==> src/chip_select_pkg.sv <==
// constants, register map and field layout of the chip-select option logic
`default_nettype none
package chip_select_pkg;
  localparam int NUM_SELECTS = 12;
  localparam int REG_W = 16;
  localparam int IDX_W = 12;
  // register index map (word addresses on the bus)
  localparam logic [IDX_W-1:0] IDX_LATCH = 12'ha41;
  localparam logic [IDX_W-1:0] IDX_PIN_ASSIGN0 = 12'ha44;
  localparam logic [IDX_W-1:0] IDX_PIN_ASSIGN1 = 12'ha46;
  localparam logic [IDX_W-1:0] IDX_BASE_FIRST = 12'ha48;
  localparam logic [IDX_W-1:0] IDX_OPT_FIRST = 12'ha4a;
  localparam logic [IDX_W-1:0] IDX_STRIDE = 12'h004;
  // option register fields
  localparam int OPT_MODE = 15;
  localparam int OPT_BYTE_LSB = 13;
  localparam int OPT_RW_LSB = 11;
  localparam int OPT_STROBE_SELECT = 10;
  localparam int OPT_TERM_LSB = 6;
  localparam int OPT_SPACE_LSB = 4;
  localparam int OPT_LEVEL_LSB = 1;
  localparam int OPT_AUTOVECTOR_ACK = 0;
  // base register fields
  localparam int BASE_ADDR_LSB = 3;
  localparam int BASE_ADDR_W = 13;
  localparam int ADDR_CMP_LSB = 11;
  // reset values
  localparam logic [REG_W-1:0] BOOT_OPT_RESET = 16'h7b70;
  localparam logic [REG_W-1:0] BOOT_BASE_RESET = 16'h0007;
  localparam logic [REG_W-1:0] OPT_RESET = 16'h0000;
  localparam logic [REG_W-1:0] BASE_RESET = 16'h0000;
  localparam logic [REG_W-1:0] PIN_ASSIGN0_RESET = 16'h3fff;
  localparam logic [REG_W-1:0] PIN_ASSIGN1_RESET = 16'h03ff;
  localparam logic [REG_W-1:0] PIN_ASSIGN0_MASK = 16'h3fff;
  localparam logic [REG_W-1:0] PIN_ASSIGN1_MASK = 16'h03ff;
  localparam logic [6:0] LATCH_RESET = 7'h00;
  // pin assignment encodings
  localparam logic [1:0] PIN_DISCRETE = 2'h0;
  localparam logic [1:0] PIN_DEFAULT = 2'h1;
  localparam logic [1:0] PIN_SEL8 = 2'h2;
  localparam logic [1:0] PIN_SEL16 = 2'h3;
  // byte, direction and space encodings
  localparam logic [1:0] BYTE_LOWER = 2'h1;
  localparam logic [1:0] BYTE_UPPER = 2'h2;
  localparam logic [1:0] BYTE_BOTH = 2'h3;
  localparam logic [1:0] RW_READ = 2'h1;
  localparam logic [1:0] RW_WRITE = 2'h2;
  localparam logic [1:0] RW_BOTH = 2'h3;
  localparam logic [1:0] SPACE_CPU = 2'h0;
  localparam logic [1:0] SPACE_USER = 2'h1;
  localparam logic [1:0] SPACE_SUPER = 2'h2;
  localparam logic [1:0] SPACE_BOTH = 2'h3;
  localparam logic [2:0] FC_CPU = 3'h7;
  localparam logic [3:0] INTERRUPT_ACKNOWLEDGE_TYPE = 4'hf;
  localparam logic [2:0] LEVEL_ANY = 3'h0;
  // termination encodings and counts
  localparam logic [3:0] TERM_FAST = 4'he;
  localparam logic [3:0] TERM_EXT = 4'hf;
  localparam logic [3:0] CNT_MAX = 4'hf;
  // discrete output pins: select 4..10 carry latch bits 0..6
  localparam int DISC_FIRST = 4;
  localparam int DISC_W = 7;
  localparam int SLOW_PERIPHERAL_CLOCK_SEL = 11;
  typedef enum logic [1:0] {BUS_IDLE = 2'b00, BUS_ACK = 2'b01} bus_state_e;
endpackage
`default_nettype wire

==> src/select_qualify.sv <==
// per chip-select qualification of the current bus cycle
`default_nettype none
module select_qualify
  import chip_select_pkg::*;
(
  // configuration
  input wire logic [REG_W-1:0] base_in,
  input wire logic [REG_W-1:0] opt_in,
  input wire logic [1:0] pin_field_in,
  // bus cycle
  input wire logic [23:0] bus_addr_in,
  input wire logic bus_read_in,
  input wire logic [2:0] func_code_in,
  input wire logic upper_byte_in,
  input wire logic lower_byte_in,
  // result
  output logic match_out
);
  logic [2:0] blk;
  logic [BASE_ADDR_W-1:0] mask;
  logic addr_ok, byte_ok, rw_ok, space_ok, cpu_cycle, interrupt_acknowledge_cycle;
  logic [2:0] level;
  always_comb begin
    blk = base_in[2:0];
    // compared lines shrink with block size, always from the top
    case (blk)
      3'h0: mask = 13'h1fff;
      3'h1: mask = 13'h1ffc;
      3'h2: mask = 13'h1ff8;
      3'h3: mask = 13'h1fe0;
      3'h4: mask = 13'h1fc0;
      3'h5: mask = 13'h1f80;
      3'h6: mask = 13'h1f00;
      default: mask = 13'h1e00;
    endcase
    addr_ok = ((bus_addr_in[23:ADDR_CMP_LSB] ^ base_in[REG_W-1:BASE_ADDR_LSB]) & mask) == '0;
    // byte field only for a 16-bit port
    byte_ok = 1'b1;
    if (pin_field_in == PIN_SEL16) begin
      case (opt_in[OPT_BYTE_LSB+:2])
        BYTE_LOWER: byte_ok = lower_byte_in;
        BYTE_UPPER: byte_ok = upper_byte_in;
        BYTE_BOTH: byte_ok = lower_byte_in | upper_byte_in;
        default: byte_ok = 1'b0;
      endcase
    end
    // direction qualifier; reserved code never asserts
    case (opt_in[OPT_RW_LSB+:2])
      RW_READ: rw_ok = bus_read_in;
      RW_WRITE: rw_ok = !bus_read_in;
      RW_BOTH: rw_ok = 1'b1;
      default: rw_ok = 1'b0;
    endcase
    cpu_cycle = func_code_in == FC_CPU;
    interrupt_acknowledge_cycle = cpu_cycle && (bus_addr_in[19:16] == INTERRUPT_ACKNOWLEDGE_TYPE);
    level = opt_in[OPT_LEVEL_LSB+:3];
    case (opt_in[OPT_SPACE_LSB+:2])
      // acknowledge level compare; level gates select, acknowledge and autovector alike
      SPACE_CPU: space_ok = interrupt_acknowledge_cycle && (level == LEVEL_ANY || level == bus_addr_in[3:1]);
      SPACE_USER: space_ok = !cpu_cycle && !func_code_in[2];
      SPACE_SUPER: space_ok = !cpu_cycle && func_code_in[2];
      SPACE_BOTH: space_ok = !cpu_cycle;
      default: space_ok = 1'b0;
    endcase
    match_out = addr_ok && byte_ok && rw_ok && space_ok;
  end
endmodule
`default_nettype wire

==> src/chip_select_option_logic.sv <==
// chip-select option logic: registers, select timing, termination and discrete pins
//
// Summary of operation
// - A select asserts only when all base and option conditions match the cycle.
// - Internal acknowledge or autovector needs the same full match.
// - Mode 0 follows bus strobes; mode 1 waits for the slow peripheral clock.
// - Async strobe bit 1 times on data strobe, 0 on address strobe.
// - 16-bit port byte field: none, lower, upper or either byte.
// - Direction field: read only, write only, both; code 00 reserved.
// - Async termination codes 0..13 acknowledge after that many wait states.
// - Termination code 1110 gives fast two-cycle termination.
// - Code 1111 gives no internal acknowledge; the peripheral must end the cycle.
// - Sync mode ignores termination and flags a pending slow-clock cycle.
// - Space field: processor, user, supervisor, or supervisor and user.
// - Processor space compares acknowledge level on address lines 3..1.
// - Level 000 matches any acknowledge level, others only that level.
// - Level field gates select response and autovector termination alike.
// - Async processor space with autovector bit set gives internal autovector termination.
// - Boot option register resets to 0x7b70.
// - Latch bits 6..0 drive selects 10..4 when assigned as discrete outputs.
// - Latch bit 7 reads zero and ignores writes; others read and write.
// - 8-bit port selects ignore the byte lines; 16-bit use byte field.
// - Address compare uses only the upper lines chosen by block size.
`default_nettype none
module chip_select_option_logic
  import chip_select_pkg::*;
#(
  parameter int NSEL = NUM_SELECTS
) (
  // clock, reset, enable
  input wire logic clk_in,
  input wire logic rst_in,
  input wire logic clk_en_in,
  // avalon-mm slave
  input wire logic [IDX_W-1:0] address_in,
  input wire logic read_in,
  input wire logic write_in,
  input wire logic [REG_W-1:0] writedata_in,
  input wire logic [1:0] byteenable_in,
  output logic [REG_W-1:0] readdata_out,
  output logic waitrequest_out,
  // internal bus cycle
  input wire logic [23:0] bus_addr_in,
  input wire logic bus_read_in,
  input wire logic [2:0] func_code_in,
  input wire logic address_strobe_in,
  input wire logic data_strobe_in,
  input wire logic upper_byte_in,
  input wire logic lower_byte_in,
  input wire logic slow_peripheral_clock_in,
  // terminations to the external bus interface
  output logic transfer_acknowledge_out,
  output logic autovector_ack_out,
  output logic slow_peripheral_clock_pending_out,
  // pins
  output logic [NSEL-1:0] select_n_out,
  output logic [NSEL-1:0] pin_level_out
);
  typedef struct packed {
    bus_state_e bstate;
    logic [REG_W-1:0] readdata;
    logic [REG_W-1:0] pin_assign0;
    logic [REG_W-1:0] pin_assign1;
    logic [NSEL-1:0][REG_W-1:0] base;
    logic [NSEL-1:0][REG_W-1:0] opt;
    logic [DISC_W-1:0] latch;
    logic [NSEL-1:0] cs_act;
    logic [NSEL-1:0] pin;
    logic [3:0] cnt;
    logic ack;
    logic autovector_ack;
    logic pending;
    logic slow_peripheral_clock_prev;
  } state_s;

  state_s st_q, st_d;
  logic [NSEL-1:0] full_match, async_sel, sync_sel, term_int, autovector_ack_sel;
  logic [2*NSEL-1:0] pa_all;
  logic [NSEL-1:0][3:0] thr;
  logic [3:0] min_thr;
  logic e_rise;

  assign pa_all = {st_q.pin_assign1[9:0], st_q.pin_assign0[13:0]};
  assign e_rise = slow_peripheral_clock_in && !st_q.slow_peripheral_clock_prev;

  ////////////////////////////////////////////////////////////////////////////
  genvar g;
  generate
    for (g = 0; g < NSEL; g++) begin : gen_sel
      select_qualify u_qual (
        .base_in(st_q.base[g]),
        .opt_in(st_q.opt[g]),
        .pin_field_in(pa_all[2*g+:2]),
        .bus_addr_in(bus_addr_in),
        .bus_read_in(bus_read_in),
        .func_code_in(func_code_in),
        .upper_byte_in(upper_byte_in),
        .lower_byte_in(lower_byte_in),
        .match_out(full_match[g])
      );
      assign async_sel[g] = !st_q.opt[g][OPT_MODE];
      assign sync_sel[g] = st_q.opt[g][OPT_MODE];
      assign term_int[g] = async_sel[g] && st_q.opt[g][OPT_TERM_LSB+:4] != TERM_EXT;
      // fast termination acknowledges on the first counted cycle
      assign thr[g] = (st_q.opt[g][OPT_TERM_LSB+:4] == TERM_FAST) ? 4'h0 : st_q.opt[g][OPT_TERM_LSB+:4] + 4'h1;
      assign autovector_ack_sel[g] = async_sel[g] && st_q.opt[g][OPT_SPACE_LSB+:2] == SPACE_CPU && st_q.opt[g][OPT_AUTOVECTOR_ACK];
    end
  endgenerate

  ////////////////////////////////////////////////////////////////////////////
  always_comb begin
    // the earliest internal termination among matching selects wins
    min_thr = CNT_MAX;
    for (int i = 0; i < NSEL; i++) begin
      if (full_match[i] && term_int[i] && thr[i] < min_thr) begin
        min_thr = thr[i];
      end
    end
  end

  ////////////////////////////////////////////////////////////////////////////
  always_comb begin
    logic hit;
    logic [IDX_W-1:0] bidx;
    logic [IDX_W-1:0] oidx;
    logic [REG_W-1:0] wmask;
    hit = 1'b0;
    bidx = '0;
    oidx = '0;
    st_d = st_q;
    wmask = {{8{byteenable_in[1]}}, {8{byteenable_in[0]}}};
    // register bus: answer one cycle after the request, write at the answer edge
    case (st_q.bstate)
      BUS_IDLE: begin
        if (read_in || write_in) begin
          st_d.bstate = BUS_ACK;
          st_d.readdata = '0;
          if (address_in == IDX_LATCH) begin
            st_d.readdata = {9'h000, st_q.latch};
          end
          if (address_in == IDX_PIN_ASSIGN0) begin
            st_d.readdata = st_q.pin_assign0;
          end
          if (address_in == IDX_PIN_ASSIGN1) begin
            st_d.readdata = st_q.pin_assign1;
          end
          for (int i = 0; i < NSEL; i++) begin
            bidx = IDX_BASE_FIRST + IDX_W'(i) * IDX_STRIDE;
            oidx = IDX_OPT_FIRST + IDX_W'(i) * IDX_STRIDE;
            if (address_in == bidx) begin
              st_d.readdata = st_q.base[i];
            end
            if (address_in == oidx) begin
              st_d.readdata = st_q.opt[i];
            end
          end
        end
      end
      BUS_ACK: begin
        st_d.bstate = BUS_IDLE;
        if (write_in) begin
          if (address_in == IDX_LATCH && byteenable_in[0]) begin
            st_d.latch = writedata_in[DISC_W-1:0];
          end
          if (address_in == IDX_PIN_ASSIGN0) begin
            st_d.pin_assign0 = ((writedata_in & wmask) | (st_q.pin_assign0 & ~wmask)) & PIN_ASSIGN0_MASK;
          end
          if (address_in == IDX_PIN_ASSIGN1) begin
            st_d.pin_assign1 = ((writedata_in & wmask) | (st_q.pin_assign1 & ~wmask)) & PIN_ASSIGN1_MASK;
          end
          for (int i = 0; i < NSEL; i++) begin
            bidx = IDX_BASE_FIRST + IDX_W'(i) * IDX_STRIDE;
            oidx = IDX_OPT_FIRST + IDX_W'(i) * IDX_STRIDE;
            if (address_in == bidx) begin
              st_d.base[i] = (writedata_in & wmask) | (st_q.base[i] & ~wmask);
            end
            if (address_in == oidx) begin
              st_d.opt[i] = (writedata_in & wmask) | (st_q.opt[i] & ~wmask);
            end
          end
        end
      end
      default: begin
        st_d.bstate = BUS_IDLE;
      end
    endcase

    // bus cycle timing
    st_d.slow_peripheral_clock_prev = slow_peripheral_clock_in;
    if (!address_strobe_in) begin
      st_d.cs_act = '0;
      st_d.cnt = '0;
      st_d.ack = 1'b0;
      st_d.autovector_ack = 1'b0;
      st_d.pending = 1'b0;
    end else begin
      if (st_q.cnt != CNT_MAX) begin
        st_d.cnt = st_q.cnt + 4'h1;
      end
      for (int i = 0; i < NSEL; i++) begin
        if (async_sel[i]) begin
          // async select follows the chosen strobe
          st_d.cs_act[i] = full_match[i] && (st_q.opt[i][OPT_STROBE_SELECT] ? data_strobe_in : address_strobe_in);
        end else begin
          // sync select asserts from a slow clock rise onward
          st_d.cs_act[i] = st_q.cs_act[i] || (full_match[i] && e_rise);
        end
      end
      // internal acknowledge only for async internal codes
      st_d.ack = st_q.ack || ((|(full_match & term_int)) && st_q.cnt >= min_thr);
      st_d.autovector_ack = |(full_match & autovector_ack_sel);
      // sync match flags a pending slow-clock cycle
      st_d.pending = |(full_match & sync_sel & ~st_d.cs_act);
    end

    // pin drive
    for (int i = 0; i < NSEL; i++) begin
      hit = pa_all[2*i+1];
      st_d.pin[i] = hit ? !st_d.cs_act[i] : 1'b1;
      if (pa_all[2*i+:2] == PIN_DISCRETE && i >= DISC_FIRST && i < DISC_FIRST + DISC_W) begin
        st_d.pin[i] = st_d.latch[i-DISC_FIRST];
      end
      if (pa_all[2*i+:2] == PIN_DISCRETE && i == SLOW_PERIPHERAL_CLOCK_SEL) begin
        st_d.pin[i] = slow_peripheral_clock_in;
      end
    end
  end

  ////////////////////////////////////////////////////////////////////////////
  always_ff @(posedge clk_in) begin
    if (rst_in) begin
      st_q <= '0;
      st_q.bstate <= BUS_IDLE;
      st_q.pin_assign0 <= PIN_ASSIGN0_RESET;
      st_q.pin_assign1 <= PIN_ASSIGN1_RESET;
      st_q.latch <= LATCH_RESET;
      st_q.pin <= '1;
      for (int i = 0; i < NSEL; i++) begin
        st_q.base[i] <= BASE_RESET;
        st_q.opt[i] <= OPT_RESET;
      end
      st_q.base[0] <= BOOT_BASE_RESET;
      st_q.opt[0] <= BOOT_OPT_RESET;
    end else if (clk_en_in) begin
      st_q <= st_d;
    end
  end

  assign readdata_out = st_q.readdata;
  assign waitrequest_out = st_q.bstate != BUS_ACK;
  assign transfer_acknowledge_out = st_q.ack;
  assign autovector_ack_out = st_q.autovector_ack;
  assign slow_peripheral_clock_pending_out = st_q.pending;
  assign select_n_out = ~st_q.cs_act;
  assign pin_level_out = st_q.pin;
endmodule
`default_nettype wire

==> config.mk <==
export PLATFORM = sky130hd
export DESIGN_NAME = chip_select_option_logic
export DESIGN_NICKNAME = d
export VERILOG_FILES = /design/src/chip_select_pkg.sv /design/src/select_qualify.sv /design/src/chip_select_option_logic.sv
export SDC_FILE = /design/constraint.sdc
export NUM_CORES = 2
export LEC_CHECK = 0
export ABC_AREA = 1
export ABC_CLOCK_PERIOD_IN_PS = 28500
export BUFFER_PORTS_ARGS = -buffer_cell sky130_fd_sc_hd__buf_2
export CAP_MARGIN = 10
export CORE_ASPECT_RATIO = 1.1
export CORE_MARGIN = 5
export CORE_UTILIZATION = 60
export CTS_BUF_LIST = sky130_fd_sc_hd__clkbuf_16
export DETAILED_ROUTE_END_ITERATION = 7
export PLACE_DENSITY_LB_ADDON = 0.1
export SLEW_MARGIN = 20
export SYNTH_ARGS = -nofsm -noshare
export SYNTH_HDL_FRONTEND = slang
export SYNTH_SLANG_ARGS = --single-unit
==> constraint.sdc <==
create_clock -name clk_in -period 28.5 [get_ports clk_in]
set_input_delay 2.85 -clock clk_in [delete_from_list [all_inputs] [get_ports clk_in]]
set_output_delay 2.85 -clock clk_in [all_outputs]
set_load 0.01 [all_outputs]
==> impl_metrics.toml <==
[clocking]
path_clk_slew_ns = 0.06
cts_num_sinks = 464
clockBufferDepth = 3
clkLatencyLatePin_ns = 0.62
cts-root-buf = "clkbuf_16"
cts_tree = "yes"
cts_buffers = 49
postCtsSetupBuffers = 0
h-tree-depth = 2
cts.repair.resized = 0
ctsHoldBuffers = 0

[timing]
min_period_over_period_pct = 59.5
fin_skew_ns = 0.0212
hold_viol = 0
slew_headroom_pct = 29.1
fin_hold_ws_ns = 0.460
tns_ns = 0
rsz0062_at_grt = "no"
min_period_ns = 16.97
setup_viol = 0
fmax_mhz = 58.9
slew_violations = 0
worst_pin_slew_ns = 1.06

[detailed_routing]
dr.pass1.iters = 8
drc = 0
finalWirelength_um = 108000
drt_iter0_drc = 3565
viasPerCell = 6.22
vias = 28300
wl_per_cell_um = 23.8
antenna_left = 0

[global_routing]
grt-ovfl-total = 0
grt_pass1_wl_um = 159000
grtUsageMet1_pct = 53.2
grt.total_usage_pct = 42.8
grtUsageMet2_pct = 63.5
grt_pass1_vias = 26200
grt_max_degree = 183
use_met3_pct = 10.7
antenna_found_initial = 2
grt-busiest-layer = "met2"

[synthesis]
syn_inst = 3990
postSynth.asyncResetShare_pct = 0
syn-cell-area_um2 = 26700
syn_avg_cell_area_um2 = 6.70
synth_ff_type = "dfxtp_1"
yosys_warnings = 0
synthDistinctLibCells = 56
seq_area_frac_synth_pct = 34.8
synth_edf_count = 0
synth_nets = 4078
ys_ff_latch = 464

[worst_hold_path]
hp-start = "readdata_out[9]"
whs_path_depth = 2
hp-class = "register to register"
min_to = "readdata_out[9]"

[critical_path]
crit_path_end_kind = "register"
cp_max_fo = 14
worstSetupStartpointType = "input port"
cp_data_arrival_time_ns = 17.46
crit_top_cell = "nand2_1"
timing.rr.end = "transfer_acknowledge_out"
path_class = "input port to register"
crit_slowest_cell = "buf_2"
r2r-start = "st_q[41]"
required_ns = 28.99
r2r_slack_ns = 14.52
slowest_delay_ns = 0.60
rr_worst_depth = 81

[place]
dp_hpwl_um = 75800
port_buffers = 103
gp_congestion = 1.04

[pwr]
ir_drop_mv = 0.0560
p_per_area_nw_per_um2 = 48.1
p_leak_uw = 0.0109

[floorplan]
fp.dieArea_um2 = 48900
initial_core_util_pct = 60.3
fp.dieH_um = 231
design.core.area_um2 = 44300
num_io_pins = 112
core.rowCount = 81
die_width_um = 211

[cells_and_area]
ff_latch_area_um2 = 9290
syn_to_final_growth_pct = 7.47
multi_input_area_um2 = 14200
drive_above_1_share_pct = 6.90
diodes = 0
layout.nets = 4026
fillers = 4289

[outcome]
status = "finished, final reports clean"

[job]
max-cap-violations = 0
[kinds of logic (layout without fill, tap and decap cells)]
family,Yosys count,count (layout),synth area share [%]
AOI/OAI and AO/OA,1400,1400,29.1
and+or+nand+nor,1133,1133,18.5
buffers and inverters,837,819,12.3
DFF,464,464,34.8
xor gates and xnor gates,135,135,4.42
adders and majority gates,20,20,0.936
muxes,1,1,0.0375
[area by class of cell]
type	count	share of cell area, %
Multi-Input combinational cell	2689	49.5
Sequential cell	464	32.3
Tap cell	581	2.53
Inverter	599	7.85
Clock buffer	49	4.27
Clock inverter	36	0.858
Timing Repair Buffer	135	2.63
[through the flow]
stage	utilization [%]	setup slack (ns)	area, µm²	std cells	power, µW
final	64.9	11.53	28700	4553	1380
after CTS	64.8	11.68	28700	4553	1370
after global placement	61.5	11.17	27200	4468	766
after detailed placement	61.5	11.09	27200	4468	767
after floorplan	-	14.84	26700	3990	724
after global routing	64.9	10.40	28700	4553	1410
[where the power goes]
part / internal, µW / leakage [µW] / switching (µW) / total, µW
logic: 23.2 / 0.00642 / 84.1 / 107
registers: 651 / 0.00374 / 1.42 / 652
clock network: 338 / 0.000744 / 283 / 621
total: 1010 / 0.0109 / 369 / 1380
[per-layer routing]
metal / part of all wire (%) / wire length (µm)
met1: 37 / 39700
met2: 42 / 45100
met3: 12 / 13100
met4: 9.7 / 10600
met5: 0.016 / 17
[cell usage after synthesis (10+ instances only)]
cell type  instances  area, µm²
o21ai_0          534       2670
o221ai_1          16        140
dfxtp_1          464       9290
clkbuf_1         183        687
o22ai_1           24        150
nor3_1            64        320
a221oi_1          16        140
nand2_2           15       93.8
nand2_4           10        113
a31oi_1           12       75.1
buf_2             12       60.1
o31ai_1           18        135
nor2_1           190        713
inv_2             15       56.3
inv_1            582       2180
o21ai_1           10       50.1
nand4_1           40        250
o2111ai_1         51        447
buf_4             32        240
nand3_1          213       1070
nand2_1          564       2120
xor2_1            63        552
a21oi_1          589       2950
o21a_1            31        233
o211ai_1          56        420
ha_1              20        250
xnor2_1           72        631
buf_1             11       41.3
[cells in the final DEF, fill, tap and decap left out, types with 16 or more instances in the layout]
cell	netlist	layout
nor3_1	64	54
a221oi_1	16	16
buf_2	12	103
xor2_1	63	63
nor2_1	190	190
o2111ai_1	51	51
o31ai_1	18	18
nand4_1	40	40
o21a_1	31	31
dfxtp_1	464	464
clkbuf_16	0	49
nand3_1	213	213
o221ai_1	16	16
ha_1	20	20
o211ai_1	56	56
xnor2_1	72	72
o21ai_0	534	534
buf_4	32	32
nand2_1	564	564
inv_1	582	585
a21oi_1	589	589
o22ai_1	24	24
[worst max-delay path by stage]
stage / from / end / slack, ns / cells after the start
final: bus_addr_in[18] / transfer_acknowledge_out / 11.53 / 82
after global routing: bus_addr_in[18] / transfer_acknowledge_out / 10.40 / 82
after CTS: bus_addr_in[18] / transfer_acknowledge_out / 11.68 / 82
after detailed placement: bus_addr_in[18] / transfer_acknowledge_out / 11.09 / 82
after global placement: bus_addr_in[18] / transfer_acknowledge_out / 11.17 / 82
after floorplan: bus_read_in / transfer_acknowledge_out / 14.84 / 82
[sequential cells by signal (all words and copies together), names as in the netlist]
| register | flops |
|---|---|
| pin_level_out | 12 |
| pa_all | 24 |
| transfer_acknowledge_out | 1 |
| readdata_out | 16 |
| slow_peripheral_clock_pending_out | 1 |
| st_q | 409 |
| autovector_ack_out | 1 |
[worst max-delay path, delay by kind of cell]
kind | cells | cell delay [ns]
buffers and inverters | 12 | 1.80
adder cells (fa/ha/maj) | 12 | 3.77
AO/OA/AOI/OAI | 13 | 3.80
AND/OR/NAND/NOR | 45 | 5.18
(Power assumes the default switching activity.)
